--- config.mk ---
export PLATFORM = sky130hd
export DESIGN_NAME = jdsp_port
export DESIGN_NICKNAME = d
export VERILOG_FILES = /design/src/hdl/jdsp_pkg.sv /design/src/hdl/jdsp_bscan_cells.sv /design/src/hdl/jdsp_port.sv
export VERILOG_INCLUDE_DIRS = /design/src /design/src/hdl
export SDC_FILE = /design/constraint.sdc
export NUM_CORES = 1
export LEC_CHECK = 0
export BUFFER_PORTS_ARGS = -buffer_cell sky130_fd_sc_hd__buf_2
export CAP_MARGIN = 20
export CORE_MARGIN = 10
export CORE_UTILIZATION = 29
export DETAILED_ROUTE_END_ITERATION = 10
export MAX_ROUTING_LAYER = met4
export PLACE_DENSITY_LB_ADDON = 0.3
export SLEW_MARGIN = 40
export SYNTH_ARGS = -nofsm -noshare
export SYNTH_HDL_FRONTEND = slang
export SYNTH_SLANG_ARGS = --single-unit
--- constraint.sdc ---
create_clock -name aclk -period 3.3 [get_ports aclk]
set_clock_uncertainty 0.15 [all_clocks]
set_input_delay 0.99 -clock aclk [delete_from_list [all_inputs] [get_ports aclk]]
set_output_delay 0.99 -clock aclk [all_outputs]
set_load 0.01 [all_outputs]
--- src/hdl/jdsp_map.svh ---
// Offsets, field positions, instruction codes, chain selectors and response codes of the debug and scan port.
// Assumes inclusion by bare name from the design modules and the bench.
`ifndef JDSP_MAP_SVH
`define JDSP_MAP_SVH
// ****************************************
// Register map (byte addresses)
// ****************************************
`define JDSP_OFS_CTRL 8'h00
`define JDSP_OFS_STAT 8'h04
`define JDSP_OFS_CHIPID 8'h08
`define JDSP_OFS_COMM_TX 8'h0c
`define JDSP_OFS_COMM_RX 8'h10
`define JDSP_OFS_INJECT 8'h14
// ****************************************
// Field positions
// ****************************************
`define JDSP_CTRL_BLOCK 0
`define JDSP_STAT_SCAN 0
`define JDSP_STAT_TX 1
`define JDSP_STAT_RX 2
`define JDSP_STAT_HALT 3
`define JDSP_STAT_FTEST 4
// ****************************************
// Instruction codes and chain lengths
// ****************************************
`define JDSP_IR_EXTEST 4'h0
`define JDSP_IR_SAMPLE 4'h1
`define JDSP_IR_SCAN_N 4'h2
`define JDSP_IR_INTEST 4'hc
`define JDSP_IR_IDCODE 4'he
`define JDSP_IR_BYPASS 4'hf
`define JDSP_IR_CAPTURE 4'h1
`define JDSP_BS_LEN 187
`define JDSP_BS_PINS 62
`define JDSP_PAD_IN 63
`define JDSP_CHAIN_INJ 2'h0
`define JDSP_CHAIN_COMM 2'h1
`define JDSP_CHAIN_CTL 2'h2
`define JDSP_RESP_OK 2'h0
`define JDSP_RESP_ERR 2'h2
`endif

--- src/hdl/jdsp_pkg.sv ---
// Types shared by the debug and scan port modules.
// Assumes jdsp_map.svh is on the include path.
`default_nettype none
package jdsp_pkg;
  // Sixteen-state test access port controller
  typedef enum logic [3:0] {
    TLR, RTI, SEL_DR, CAP_DR, SH_DR, EX1_DR, PAU_DR, EX2_DR, UPD_DR,
    SEL_IR, CAP_IR, SH_IR, EX1_IR, PAU_IR, EX2_IR, UPD_IR
  } jdsp_tap_t;

  // Whole state of the top module
  typedef struct packed {
    logic [2:0] tck_s;
    logic [1:0] tms_s;
    logic [1:0] tdi_s;
    logic [1:0] sel_s;
    logic [1:0] ftest_s;
    logic mode_scan;
    jdsp_tap_t tap;
    logic [3:0] ir;
    logic [3:0] ir_sh;
    logic [31:0] dr;
    logic [1:0] chain;
    logic tdo;
    logic tdo_oe;
    logic halt;
    logic inj_v;
    logic [31:0] inj_instr;
    logic rx_full;
    logic [31:0] rx_data;
    logic tx_full;
    logic [31:0] tx_data;
    logic block;
    logic aw_rdy;
    logic bvalid;
    logic [1:0] bresp;
    logic ar_rdy;
    logic rvalid;
    logic [1:0] rresp;
    logic [31:0] rdata;
  } jdsp_st_t;
endpackage : jdsp_pkg
`default_nettype wire

--- src/hdl/jdsp_bscan_cells.sv ---
// Boundary cell chain: three cells per two-way pin plus one input-only cell.
// Assumes strobes come from the port controller on the same aclk.
`timescale 1ns/1ps
`default_nettype none
`include "jdsp_map.svh"
module jdsp_bscan_cells (
  input wire logic aclk,
  input wire logic aresetn,
  input wire logic extest,
  input wire logic capture,
  input wire logic shift,
  input wire logic update,
  input wire logic tdi,
  output logic tdo_bit,
  input wire logic [`JDSP_PAD_IN-1:0] pad_in,
  input wire logic [`JDSP_BS_PINS-1:0] core_out,
  input wire logic [`JDSP_BS_PINS-1:0] core_oe,
  output logic [`JDSP_BS_PINS-1:0] pad_out,
  output logic [`JDSP_BS_PINS-1:0] pad_oe,
  output logic [`JDSP_PAD_IN-1:0] core_in
);
  typedef struct packed {
    logic [`JDSP_PAD_IN-1:0] s1;
    logic [`JDSP_PAD_IN-1:0] s2;
    logic [`JDSP_BS_LEN-1:0] sh;
    logic [`JDSP_BS_LEN-1:0] upd;
    logic [`JDSP_BS_PINS-1:0] po;
    logic [`JDSP_BS_PINS-1:0] poe;
  } jdsp_bs_t;
  jdsp_bs_t st_ff;
  jdsp_bs_t nxt_st;
  logic [`JDSP_BS_LEN-1:0] cap;
  logic [`JDSP_BS_PINS-1:0] drv_o;
  logic [`JDSP_BS_PINS-1:0] drv_e;

  // ****************************************
  // Cell triples per pin
  // ****************************************
  genvar i;
  for (i = 0; i < `JDSP_BS_PINS; i++) begin : g_pin
    assign cap[3*i] = core_oe[i]; // RULE8
    assign cap[3*i+1] = core_out[i];
    assign cap[3*i+2] = st_ff.s2[i]; // RULE10
    assign drv_o[i] = extest ? st_ff.upd[3*i+1] : core_out[i]; // RULE9
    assign drv_e[i] = extest ? st_ff.upd[3*i] : core_oe[i]; // RULE11
  end
  assign cap[`JDSP_BS_LEN-1] = st_ff.s2[`JDSP_PAD_IN-1];

  // Capture, shift LSB first, update; pad side registered
  always_comb begin
    nxt_st = st_ff;
    nxt_st.s1 = pad_in;
    nxt_st.s2 = st_ff.s1;
    if (capture) begin
      nxt_st.sh = cap;
    end else if (shift) begin
      nxt_st.sh = {tdi, st_ff.sh[`JDSP_BS_LEN-1:1]}; // RULE7
    end
    if (update) begin
      nxt_st.upd = st_ff.sh;
    end
    nxt_st.po = drv_o;
    nxt_st.poe = drv_e;
    if (!aresetn) begin
      nxt_st.sh = '0;
      nxt_st.upd = '0;
      nxt_st.po = '0;
      nxt_st.poe = '0;
    end
  end

  always_ff @(posedge aclk) begin
    st_ff <= nxt_st;
  end

  assign tdo_bit = st_ff.sh[0];
  assign pad_out = st_ff.po;
  assign pad_oe = st_ff.poe;
  assign core_in = st_ff.s2;
endmodule : jdsp_bscan_cells
`default_nettype wire

--- src/hdl/jdsp_port.sv ---
// Debug and scan port top: test access port sampled on aclk, debug chains,
// boundary cells and an AXI4-Lite slave for the processor side.
// Assumes tck, tms, tdi, selects and pads are asynchronous to aclk.
//
// Contract
// RULE1: Factory test pin held low by board
// RULE2: Select low gives emulation debug mode
// RULE3: Select high gives boundary scan mode
// RULE4: Mode changes only through chip reset
// RULE5: Scan mode offers SAMPLE, EXTEST, BYPASS
// RULE6: Debug mode identifies with processor-specific code
// RULE7: Boundary chain is 187 bits long
// RULE8: Each two-way pin has three cells
// RULE9: Output cell drives pad under EXTEST
// RULE10: Input cell captures the pad level
// RULE11: Control cell sets pad direction
// RULE12: Halt mode injects store-multiple instruction
// RULE13: Monitor data flows both ways
// RULE14: Three internal chains selected via port
// RULE15: Channel activity flags feed processor interrupts
// RULE16: Software can block emulation access
// RULE17: Read-only 32-bit chip identity
// RULE18: Select sampled during reset, then held
// RULE19: Standard controller sequencing, LSB first
`timescale 1ns/1ps
`default_nettype none
`include "jdsp_map.svh"
module jdsp_port #(
  parameter logic [31:0] CHIP_ID = 32'h0000_0a01, // Arbitrary value
  parameter logic [31:0] PROC_ID = 32'h0000_0b01 // Arbitrary value
) (
  input wire logic aclk,
  input wire logic aresetn,
  input wire logic tck,
  input wire logic tms,
  input wire logic tdi,
  output logic tdo,
  output logic tdo_oe,
  input wire logic debug_or_scan_select,
  input wire logic factory_test_pin,
  output logic scan_mode,
  output logic halt_req,
  output logic store_multiple_injection,
  output logic [31:0] inject_instr,
  output logic comm_channel_tx_activity,
  output logic comm_channel_rx_activity,
  input wire logic [`JDSP_PAD_IN-1:0] pad_in,
  output logic [`JDSP_BS_PINS-1:0] pad_out,
  output logic [`JDSP_BS_PINS-1:0] pad_oe,
  input wire logic [`JDSP_BS_PINS-1:0] core_out,
  input wire logic [`JDSP_BS_PINS-1:0] core_oe,
  output logic [`JDSP_PAD_IN-1:0] core_in,
  input wire logic [7:0] s_axi_awaddr,
  input wire logic s_axi_awvalid,
  output logic s_axi_awready,
  input wire logic [31:0] s_axi_wdata,
  input wire logic [3:0] s_axi_wstrb,
  input wire logic s_axi_wvalid,
  output logic s_axi_wready,
  output logic [1:0] s_axi_bresp,
  output logic s_axi_bvalid,
  input wire logic s_axi_bready,
  input wire logic [7:0] s_axi_araddr,
  input wire logic s_axi_arvalid,
  output logic s_axi_arready,
  output logic [31:0] s_axi_rdata,
  output logic [1:0] s_axi_rresp,
  output logic s_axi_rvalid,
  input wire logic s_axi_rready
);
  jdsp_pkg::jdsp_st_t st_ff;
  jdsp_pkg::jdsp_st_t nxt_st;
  logic rise;
  logic fall;
  logic bs_sel;
  logic dbg_ok;
  logic bs_tdo;

  // ****************************************
  // Controller sequencing
  // ****************************************
  function automatic jdsp_pkg::jdsp_tap_t tap_next(input jdsp_pkg::jdsp_tap_t t,
                                                  input logic m);
    case (t)
      jdsp_pkg::TLR: tap_next = m ? jdsp_pkg::TLR : jdsp_pkg::RTI;
      jdsp_pkg::RTI: tap_next = m ? jdsp_pkg::SEL_DR : jdsp_pkg::RTI;
      jdsp_pkg::SEL_DR: tap_next = m ? jdsp_pkg::SEL_IR : jdsp_pkg::CAP_DR;
      jdsp_pkg::CAP_DR: tap_next = m ? jdsp_pkg::EX1_DR : jdsp_pkg::SH_DR;
      jdsp_pkg::SH_DR: tap_next = m ? jdsp_pkg::EX1_DR : jdsp_pkg::SH_DR;
      jdsp_pkg::EX1_DR: tap_next = m ? jdsp_pkg::UPD_DR : jdsp_pkg::PAU_DR;
      jdsp_pkg::PAU_DR: tap_next = m ? jdsp_pkg::EX2_DR : jdsp_pkg::PAU_DR;
      jdsp_pkg::EX2_DR: tap_next = m ? jdsp_pkg::UPD_DR : jdsp_pkg::SH_DR;
      jdsp_pkg::UPD_DR: tap_next = m ? jdsp_pkg::SEL_DR : jdsp_pkg::RTI;
      jdsp_pkg::SEL_IR: tap_next = m ? jdsp_pkg::TLR : jdsp_pkg::CAP_IR;
      jdsp_pkg::CAP_IR: tap_next = m ? jdsp_pkg::EX1_IR : jdsp_pkg::SH_IR;
      jdsp_pkg::SH_IR: tap_next = m ? jdsp_pkg::EX1_IR : jdsp_pkg::SH_IR;
      jdsp_pkg::EX1_IR: tap_next = m ? jdsp_pkg::UPD_IR : jdsp_pkg::PAU_IR;
      jdsp_pkg::PAU_IR: tap_next = m ? jdsp_pkg::EX2_IR : jdsp_pkg::PAU_IR;
      jdsp_pkg::EX2_IR: tap_next = m ? jdsp_pkg::UPD_IR : jdsp_pkg::SH_IR;
      jdsp_pkg::UPD_IR: tap_next = m ? jdsp_pkg::SEL_DR : jdsp_pkg::RTI;
      default: tap_next = jdsp_pkg::TLR;
    endcase
  endfunction : tap_next

  // Edges of the test clock from the synchronised copy
  assign rise = st_ff.tck_s[1] & ~st_ff.tck_s[2];
  assign fall = ~st_ff.tck_s[1] & st_ff.tck_s[2];
  assign bs_sel = st_ff.mode_scan & ((st_ff.ir == `JDSP_IR_EXTEST) |
                  (st_ff.ir == `JDSP_IR_SAMPLE)); // RULE5
  assign dbg_ok = ~st_ff.mode_scan & ~st_ff.block; // RULE16

  // ****************************************
  // Boundary cells
  // ****************************************
  jdsp_bscan_cells u_cells (
    .aclk(aclk),
    .aresetn(aresetn),
    .extest(st_ff.mode_scan && st_ff.ir == `JDSP_IR_EXTEST),
    .capture(rise && bs_sel && st_ff.tap == jdsp_pkg::CAP_DR),
    .shift(rise && bs_sel && st_ff.tap == jdsp_pkg::SH_DR),
    .update(rise && bs_sel && st_ff.tap == jdsp_pkg::UPD_DR),
    .tdi(st_ff.tdi_s[1]),
    .tdo_bit(bs_tdo),
    .pad_in(pad_in),
    .core_out(core_out),
    .core_oe(core_oe),
    .pad_out(pad_out),
    .pad_oe(pad_oe),
    .core_in(core_in)
  );

  // Next state: synchronisers, port controller, debug chains, bus slave, reset
  always_comb begin
    jdsp_pkg::jdsp_st_t r;
    logic [7:0] ra;
    r = '0;
    ra = s_axi_araddr;
    nxt_st = st_ff;
    nxt_st.tck_s = {st_ff.tck_s[1:0], tck};
    nxt_st.tms_s = {st_ff.tms_s[0], tms};
    nxt_st.tdi_s = {st_ff.tdi_s[0], tdi};
    nxt_st.sel_s = {st_ff.sel_s[0], debug_or_scan_select};
    nxt_st.ftest_s = {st_ff.ftest_s[0], factory_test_pin}; // RULE1
    nxt_st.inj_v = 1'b0;
    // Read channel; a read of the receive word frees it
    nxt_st.ar_rdy = s_axi_arvalid & ~st_ff.ar_rdy & ~st_ff.rvalid;
    if (st_ff.ar_rdy) begin
      nxt_st.rvalid = 1'b1;
      nxt_st.rresp = `JDSP_RESP_OK;
      case (ra)
        `JDSP_OFS_CTRL: nxt_st.rdata = {31'h0, st_ff.block};
        `JDSP_OFS_STAT: nxt_st.rdata = {27'h0, st_ff.ftest_s[1], st_ff.halt,
                                       st_ff.rx_full, st_ff.tx_full, st_ff.mode_scan};
        `JDSP_OFS_CHIPID: nxt_st.rdata = CHIP_ID; // RULE17
        `JDSP_OFS_COMM_TX: nxt_st.rdata = st_ff.tx_data;
        `JDSP_OFS_COMM_RX: begin
          nxt_st.rdata = st_ff.rx_data;
          nxt_st.rx_full = 1'b0;
        end
        `JDSP_OFS_INJECT: nxt_st.rdata = st_ff.inj_instr;
        default: begin
          nxt_st.rdata = 32'h0;
          nxt_st.rresp = `JDSP_RESP_ERR;
        end
      endcase
    end else if (st_ff.rvalid && s_axi_rready) begin
      nxt_st.rvalid = 1'b0;
    end
    // Port controller on each rising test clock edge
    if (rise) begin
      nxt_st.tap = tap_next(st_ff.tap, st_ff.tms_s[1]); // RULE19
      case (st_ff.tap)
        jdsp_pkg::TLR: nxt_st.ir = st_ff.mode_scan ? `JDSP_IR_BYPASS : `JDSP_IR_IDCODE;
        jdsp_pkg::CAP_IR: nxt_st.ir_sh = `JDSP_IR_CAPTURE;
        jdsp_pkg::SH_IR: nxt_st.ir_sh = {st_ff.tdi_s[1], st_ff.ir_sh[3:1]}; // RULE19
        jdsp_pkg::UPD_IR: nxt_st.ir = st_ff.ir_sh;
        jdsp_pkg::CAP_DR: begin
          nxt_st.dr = 32'h0;
          if (dbg_ok && st_ff.ir == `JDSP_IR_IDCODE) begin
            nxt_st.dr = PROC_ID; // RULE6
          end else if (dbg_ok && st_ff.ir == `JDSP_IR_INTEST) begin
            case (st_ff.chain)
              `JDSP_CHAIN_INJ: nxt_st.dr = st_ff.inj_instr;
              `JDSP_CHAIN_COMM: begin
                nxt_st.dr = st_ff.tx_data; // RULE13
                nxt_st.tx_full = 1'b0;
              end
              `JDSP_CHAIN_CTL: nxt_st.dr = {29'h0, st_ff.tx_full, st_ff.rx_full, st_ff.halt};
              default: nxt_st.dr = 32'h0;
            endcase
          end
        end
        jdsp_pkg::SH_DR: begin
          if (dbg_ok && (st_ff.ir == `JDSP_IR_IDCODE || st_ff.ir == `JDSP_IR_INTEST)) begin
            nxt_st.dr = {st_ff.tdi_s[1], st_ff.dr[31:1]};
          end else if (dbg_ok && st_ff.ir == `JDSP_IR_SCAN_N) begin
            nxt_st.dr = {28'h0, st_ff.tdi_s[1], st_ff.dr[3:1]};
          end else begin
            nxt_st.dr = {31'h0, st_ff.tdi_s[1]}; // RULE5
          end
        end
        jdsp_pkg::UPD_DR: begin
          if (dbg_ok && st_ff.ir == `JDSP_IR_SCAN_N) begin
            nxt_st.chain = st_ff.dr[1:0]; // RULE14
          end else if (dbg_ok && st_ff.ir == `JDSP_IR_INTEST) begin
            case (st_ff.chain)
              `JDSP_CHAIN_INJ: begin
                nxt_st.inj_instr = st_ff.dr;
                nxt_st.inj_v = st_ff.halt; // RULE12
              end
              `JDSP_CHAIN_COMM: begin
                nxt_st.rx_data = st_ff.dr;
                nxt_st.rx_full = 1'b1; // RULE15
              end
              `JDSP_CHAIN_CTL: nxt_st.halt = st_ff.dr[0]; // RULE14
              default: nxt_st.halt = st_ff.halt;
            endcase
          end
        end
        default: nxt_st.tap = tap_next(st_ff.tap, st_ff.tms_s[1]);
      endcase
    end
    // Output data changes on the falling test clock edge
    if (fall) begin
      nxt_st.tdo_oe = (st_ff.tap == jdsp_pkg::SH_IR) | (st_ff.tap == jdsp_pkg::SH_DR);
      if (st_ff.tap == jdsp_pkg::SH_IR) begin
        nxt_st.tdo = st_ff.ir_sh[0];
      end else if (st_ff.tap == jdsp_pkg::SH_DR) begin
        nxt_st.tdo = bs_sel ? bs_tdo : st_ff.dr[0];
      end
    end
    // Write channel; a write to the transmit word wins over a capture
    nxt_st.aw_rdy = s_axi_awvalid & s_axi_wvalid & ~st_ff.aw_rdy & ~st_ff.bvalid;
    if (st_ff.aw_rdy) begin
      nxt_st.bvalid = 1'b1;
      nxt_st.bresp = `JDSP_RESP_OK;
      case (s_axi_awaddr)
        `JDSP_OFS_CTRL: begin
          if (s_axi_wstrb[0]) begin
            nxt_st.block = s_axi_wdata[`JDSP_CTRL_BLOCK]; // RULE16
          end
        end
        `JDSP_OFS_COMM_TX: begin
          for (int k = 0; k < 4; k++) begin
            if (s_axi_wstrb[k]) begin
              nxt_st.tx_data[8*k +: 8] = s_axi_wdata[8*k +: 8];
            end
          end
          nxt_st.tx_full = 1'b1; // RULE15
        end
        `JDSP_OFS_STAT, `JDSP_OFS_CHIPID, `JDSP_OFS_COMM_RX, `JDSP_OFS_INJECT: begin
          nxt_st.bresp = `JDSP_RESP_OK;
        end
        default: nxt_st.bresp = `JDSP_RESP_ERR;
      endcase
    end else if (st_ff.bvalid && s_axi_bready) begin
      nxt_st.bvalid = 1'b0;
    end
    // Synchronous reset; the select level is caught while reset is held
    if (!aresetn) begin
      r.tck_s = nxt_st.tck_s;
      r.tms_s = nxt_st.tms_s;
      r.tdi_s = nxt_st.tdi_s;
      r.sel_s = nxt_st.sel_s;
      r.ftest_s = nxt_st.ftest_s;
      r.mode_scan = st_ff.sel_s[1]; // RULE18
      r.ir = st_ff.sel_s[1] ? `JDSP_IR_BYPASS : `JDSP_IR_IDCODE; // RULE2 RULE3
      nxt_st = r;
    end
  end

  always_ff @(posedge aclk) begin
    st_ff <= nxt_st;
  end

  // ****************************************
  // Outputs
  // ****************************************
  assign tdo = st_ff.tdo;
  assign tdo_oe = st_ff.tdo_oe;
  assign scan_mode = st_ff.mode_scan;
  assign halt_req = st_ff.halt;
  assign store_multiple_injection = st_ff.inj_v;
  assign inject_instr = st_ff.inj_instr;
  assign comm_channel_tx_activity = st_ff.tx_full;
  assign comm_channel_rx_activity = st_ff.rx_full;
  assign s_axi_awready = st_ff.aw_rdy;
  assign s_axi_wready = st_ff.aw_rdy;
  assign s_axi_bvalid = st_ff.bvalid;
  assign s_axi_bresp = st_ff.bresp;
  assign s_axi_arready = st_ff.ar_rdy;
  assign s_axi_rvalid = st_ff.rvalid;
  assign s_axi_rresp = st_ff.rresp;
  assign s_axi_rdata = st_ff.rdata;
endmodule : jdsp_port
`default_nettype wire

==> results.md <==
* Status: completed
* P_sw at 4580 uW
* CTS tree: done
* Htree depth at 3
* Seq/Total Area, Yosys at about 52%
* Worst-path clk slew at 0.06 ns
* #FFs+latches synth at 760
* Highest Clock Rate at 355 MHz
* Metal3 WL at 4.53 mm
* Final Hold Vio Count at 0
* Clock power share at between 40% and 50%
* Reg2Reg Depth at 6
* Critical R2R Launch: st_ff[185]$_SDFFE_PN0P_
* Crit end category: register
* Final critical-path share of the clock period at between 80% and 90%
* Maximum number of pins on one net before global-route repair at 125
* Die Area at 114000 sq um
* Congestion Overflow GR at 0
* Worst-Margin Slew at just under 0.9 ns
* Yosys cell types at 63
* Wire length per cell at ~19 um
* Number of synthesized flops with an enable pin at 5
* CP Capture Point: u_cells.st_ff[344]$_SDFFE_PN0P_
* Ys async rst share at 0%
* Cell Chain, Critical Path: nand2_1 -> nor4_2 -> buf_12 -> buf_4 -> mux2i_1 -> o21ai_0
* Post-Route Setup TNS at 0 ns
* Unrepaired setup endpoints after global routing: false
* Comb power frac at 4.3%
* Most common cell in the netlist: nand2_1
* Core area at 99900 sq um
* Hold_buf cts at 0
* Detailed placement HPWL at about 65 mm
* Total CTS buffers at 85
* Die height at roughly 340 um
* First-pass GRT wire length at 140 mm
* Max Buffers Root-to-Sink at 3
* Slew HR at 41.5%
* WL met1 at 39.6 mm
* Sequential power share at 48.1%
* Worst Path Required at 3.67 ns
* Final Max Slew Viols at 0
* # port buffers at between 500 and 600
* Die X-Extent at 337 um
* Slowest cell on crit path: dfxtp_1
* Post-route antenna net violation count at 0
* Final net count at 3783
* Post-CTS setup buffer count at 0
* Max incr delay on CP at 0.79 ns
* WL final at roughly 93 mm
* Yosys top cell by area: dfxtp_1
* Starting density of the core at 29.2%
* DR vias/cell at ~4.7
* Post-Syn Area at 29100 sq um
* Root Buffer: clkbuf_16
* Vias in the first global route at between 20000 and 25000
* Arr. time, crit path at between 3 and 4 ns
* Ys flop type: dfxtp_1
* Cell Int Power at approximately 15000 uW
* Top-area cell type share of the netlist area at between 50% and 60%
* Cts repair resizes at 0
* Worst setup SP type: register
* Highest Signal Layer: met4
* First drt pass iteration count at 5
* Placed inst area at 31400 sq um
* Clock Latency Late Sink at 0.65 ns
* Detail Route met2 WL at 46.8 mm
* Synth Instances at 3336
* FF-to-FF End: u_cells.st_ff[344]$_SDFFE_PN0P_
* P per Cell Area at 578 nW/um^2
* Row count at 116
* Final Instance Area at 34200 sq um
* Mapped Avg Cell Area at 8.73 sq um
* Kind of critical path: register to register
* Initial drt markers at 1493
* Area growth, synth to finish at 17.3%
* R2r setup slk at 0.49 ns
* Share of cells above drive strength 1 at roughly 22%
* Residual DRC count at 0
* Total track usage at 16.3%
* Peak VDD IR at 0.469 mV
* CP max FO at 28
* Largest cells by area after synthesis: dfxtp_1 52%, nand2_1 12%, mux2i_1 7.1%
* Synth warn at 0
* RD Place Congestion at 0.808
* Io pins at 518
* Top post-synthesis cells by count: 893 x nand2_1, 755 x dfxtp_1, 382 x a21oi_1, 264 x buf_4, 209 x o21ai_0
* Crit. Startpoint: st_ff[185]$_SDFFE_PN0P_
* Switching share of power at 23.2%
* # setup viols final at 0
* Via count at roughly 23000
* Clock Sinks at 760
* Hold crit path type: register to register
* Leak at 0.0128 uW
* Antenna violations before repair at 13
* # Max-Cap Violations at 0
* Fin crit period at 2.81 ns
-- per-stage QoR --
stage	cells	hold WS, ns	utilization (%)	setup slack (ns)	total power [uW]
3_3_place_gp	4743	0.160	31.4	0.484	10600
4_1_cts	4894	0.169	34.2	0.467	20000
6_report	4900	0.168	34.2	0.487	19700
3_5_place_dp	4743	0.162	31.4	0.467	10600
5_1_grt	4900	0.172	34.2	0.178	20500
2_1_floorplan	3337	0.160	-	0.710	10200
-- cell usage in the layout (no fill, tap or decap), types with 28 or more instances in the layout --
cell       instances
nand2_1          892
dfxtp_1          754
buf_2            514
a21oi_1          382
o21ai_0          209
mux2i_1          207
nand3_1           90
clkbuf_16         85
buf_4             61
o21ai_1           60
nor2_1            58
a22oi_1           29
mux2_2            28
-- flip-flops by register name, indices dropped and copies added, names as in the netlist --
name	cells
u_cells.st_ff	310
st_ff	122
u_cells.core_in	63
u_cells.nxt_st	63
u_cells.pad_oe	62
u_cells.pad_out	62
inject_instr	32
s_axi_rdata	32
comm_channel_rx_activity	1
comm_channel_tx_activity	1
halt_req	1
s_axi_arready	1
s_axi_awready	1
s_axi_bresp	1
s_axi_bvalid	1
s_axi_rresp	1
s_axi_rvalid	1
scan_mode	1
store_multiple_injection	1
tdo	1
tdo_oe	1
u_cells.tdo_bit	1
-- cells by family (layout without fill, tap and decap cells) --
kind of cell / count (synthesis) / in the layout / share of synthesized area (%)
buffers and inverters: 494 / 753 / 10.1
DFF: 760 / 760 / 52.4
AOI/OAI and AO/OA: 741 / 741 / 13.7
xor gates and xnor gates: 1 / 1 / 0.0301
muxes: 235 / 235 / 8.19
other: 1 / 8 / 0.0129
and+or+nand+nor: 1104 / 1104 / 15.5
-- worst min path at each step --
stage          depth (start not counted)  slack, ns                        start                          end
6_report                               0       0.17  u_cells.nxt_st[543]$_DFF_P_  u_cells.core_in[45]$_DFF_P_
5_1_grt                                0       0.17  u_cells.nxt_st[518]$_DFF_P_  u_cells.core_in[20]$_DFF_P_
4_1_cts                                0       0.17  u_cells.nxt_st[553]$_DFF_P_  u_cells.core_in[55]$_DFF_P_
3_5_place_dp                           0       0.16           st_ff[192]$_DFF_P_           st_ff[193]$_DFF_P_
3_3_place_gp                           0       0.16  u_cells.nxt_st[536]$_DFF_P_  u_cells.core_in[38]$_DFF_P_
2_1_floorplan                          0       0.16           st_ff[190]$_DFF_P_           st_ff[191]$_DFF_P_
-- worst max-delay path: cells and delay by family, from the launching register on --
| kind | cells | cell delay (ns) |
|---|---|---|
| flops | 1 | 0.79 |
| simple gates | 2 | 0.72 |
| mux | 1 | 0.25 |
| buf+inv | 2 | 0.67 |
| compound gates | 1 | 0.10 |
-- power groups by stage --
| stage | clock network (uW) | registers [uW] | logic [uW] |
|---|---|---|---|
| after floorplan | 0 | 9630 | 553 |
| after global placement | 0 | 9690 | 865 |
| after detailed placement | 0 | 9690 | 867 |
| after CTS | 9670 | 9490 | 870 |
| after global routing | 10100 | 9500 | 932 |
| final | 9410 | 9490 | 852 |
-- metal layers --
metal  vias up  track usage [%]
li1      11322                -
met1     10851             19.4
met2       564             27.8
met3       142             3.05
met4         0             4.42
met5         -                -
-- area by class of cell --
cell class	count	area [sq um]
flip-flops and latches	760	15300
diodes	6	15.0
fillers	10439	65700
clock buffers	122	2480
well taps	1298	1620
multi-input cells	2083	11000
repair buffers	595	3430
inverters	7	33.8
clock inverters	29	305
No activity file was read; power rests on OpenSTA's default activity.
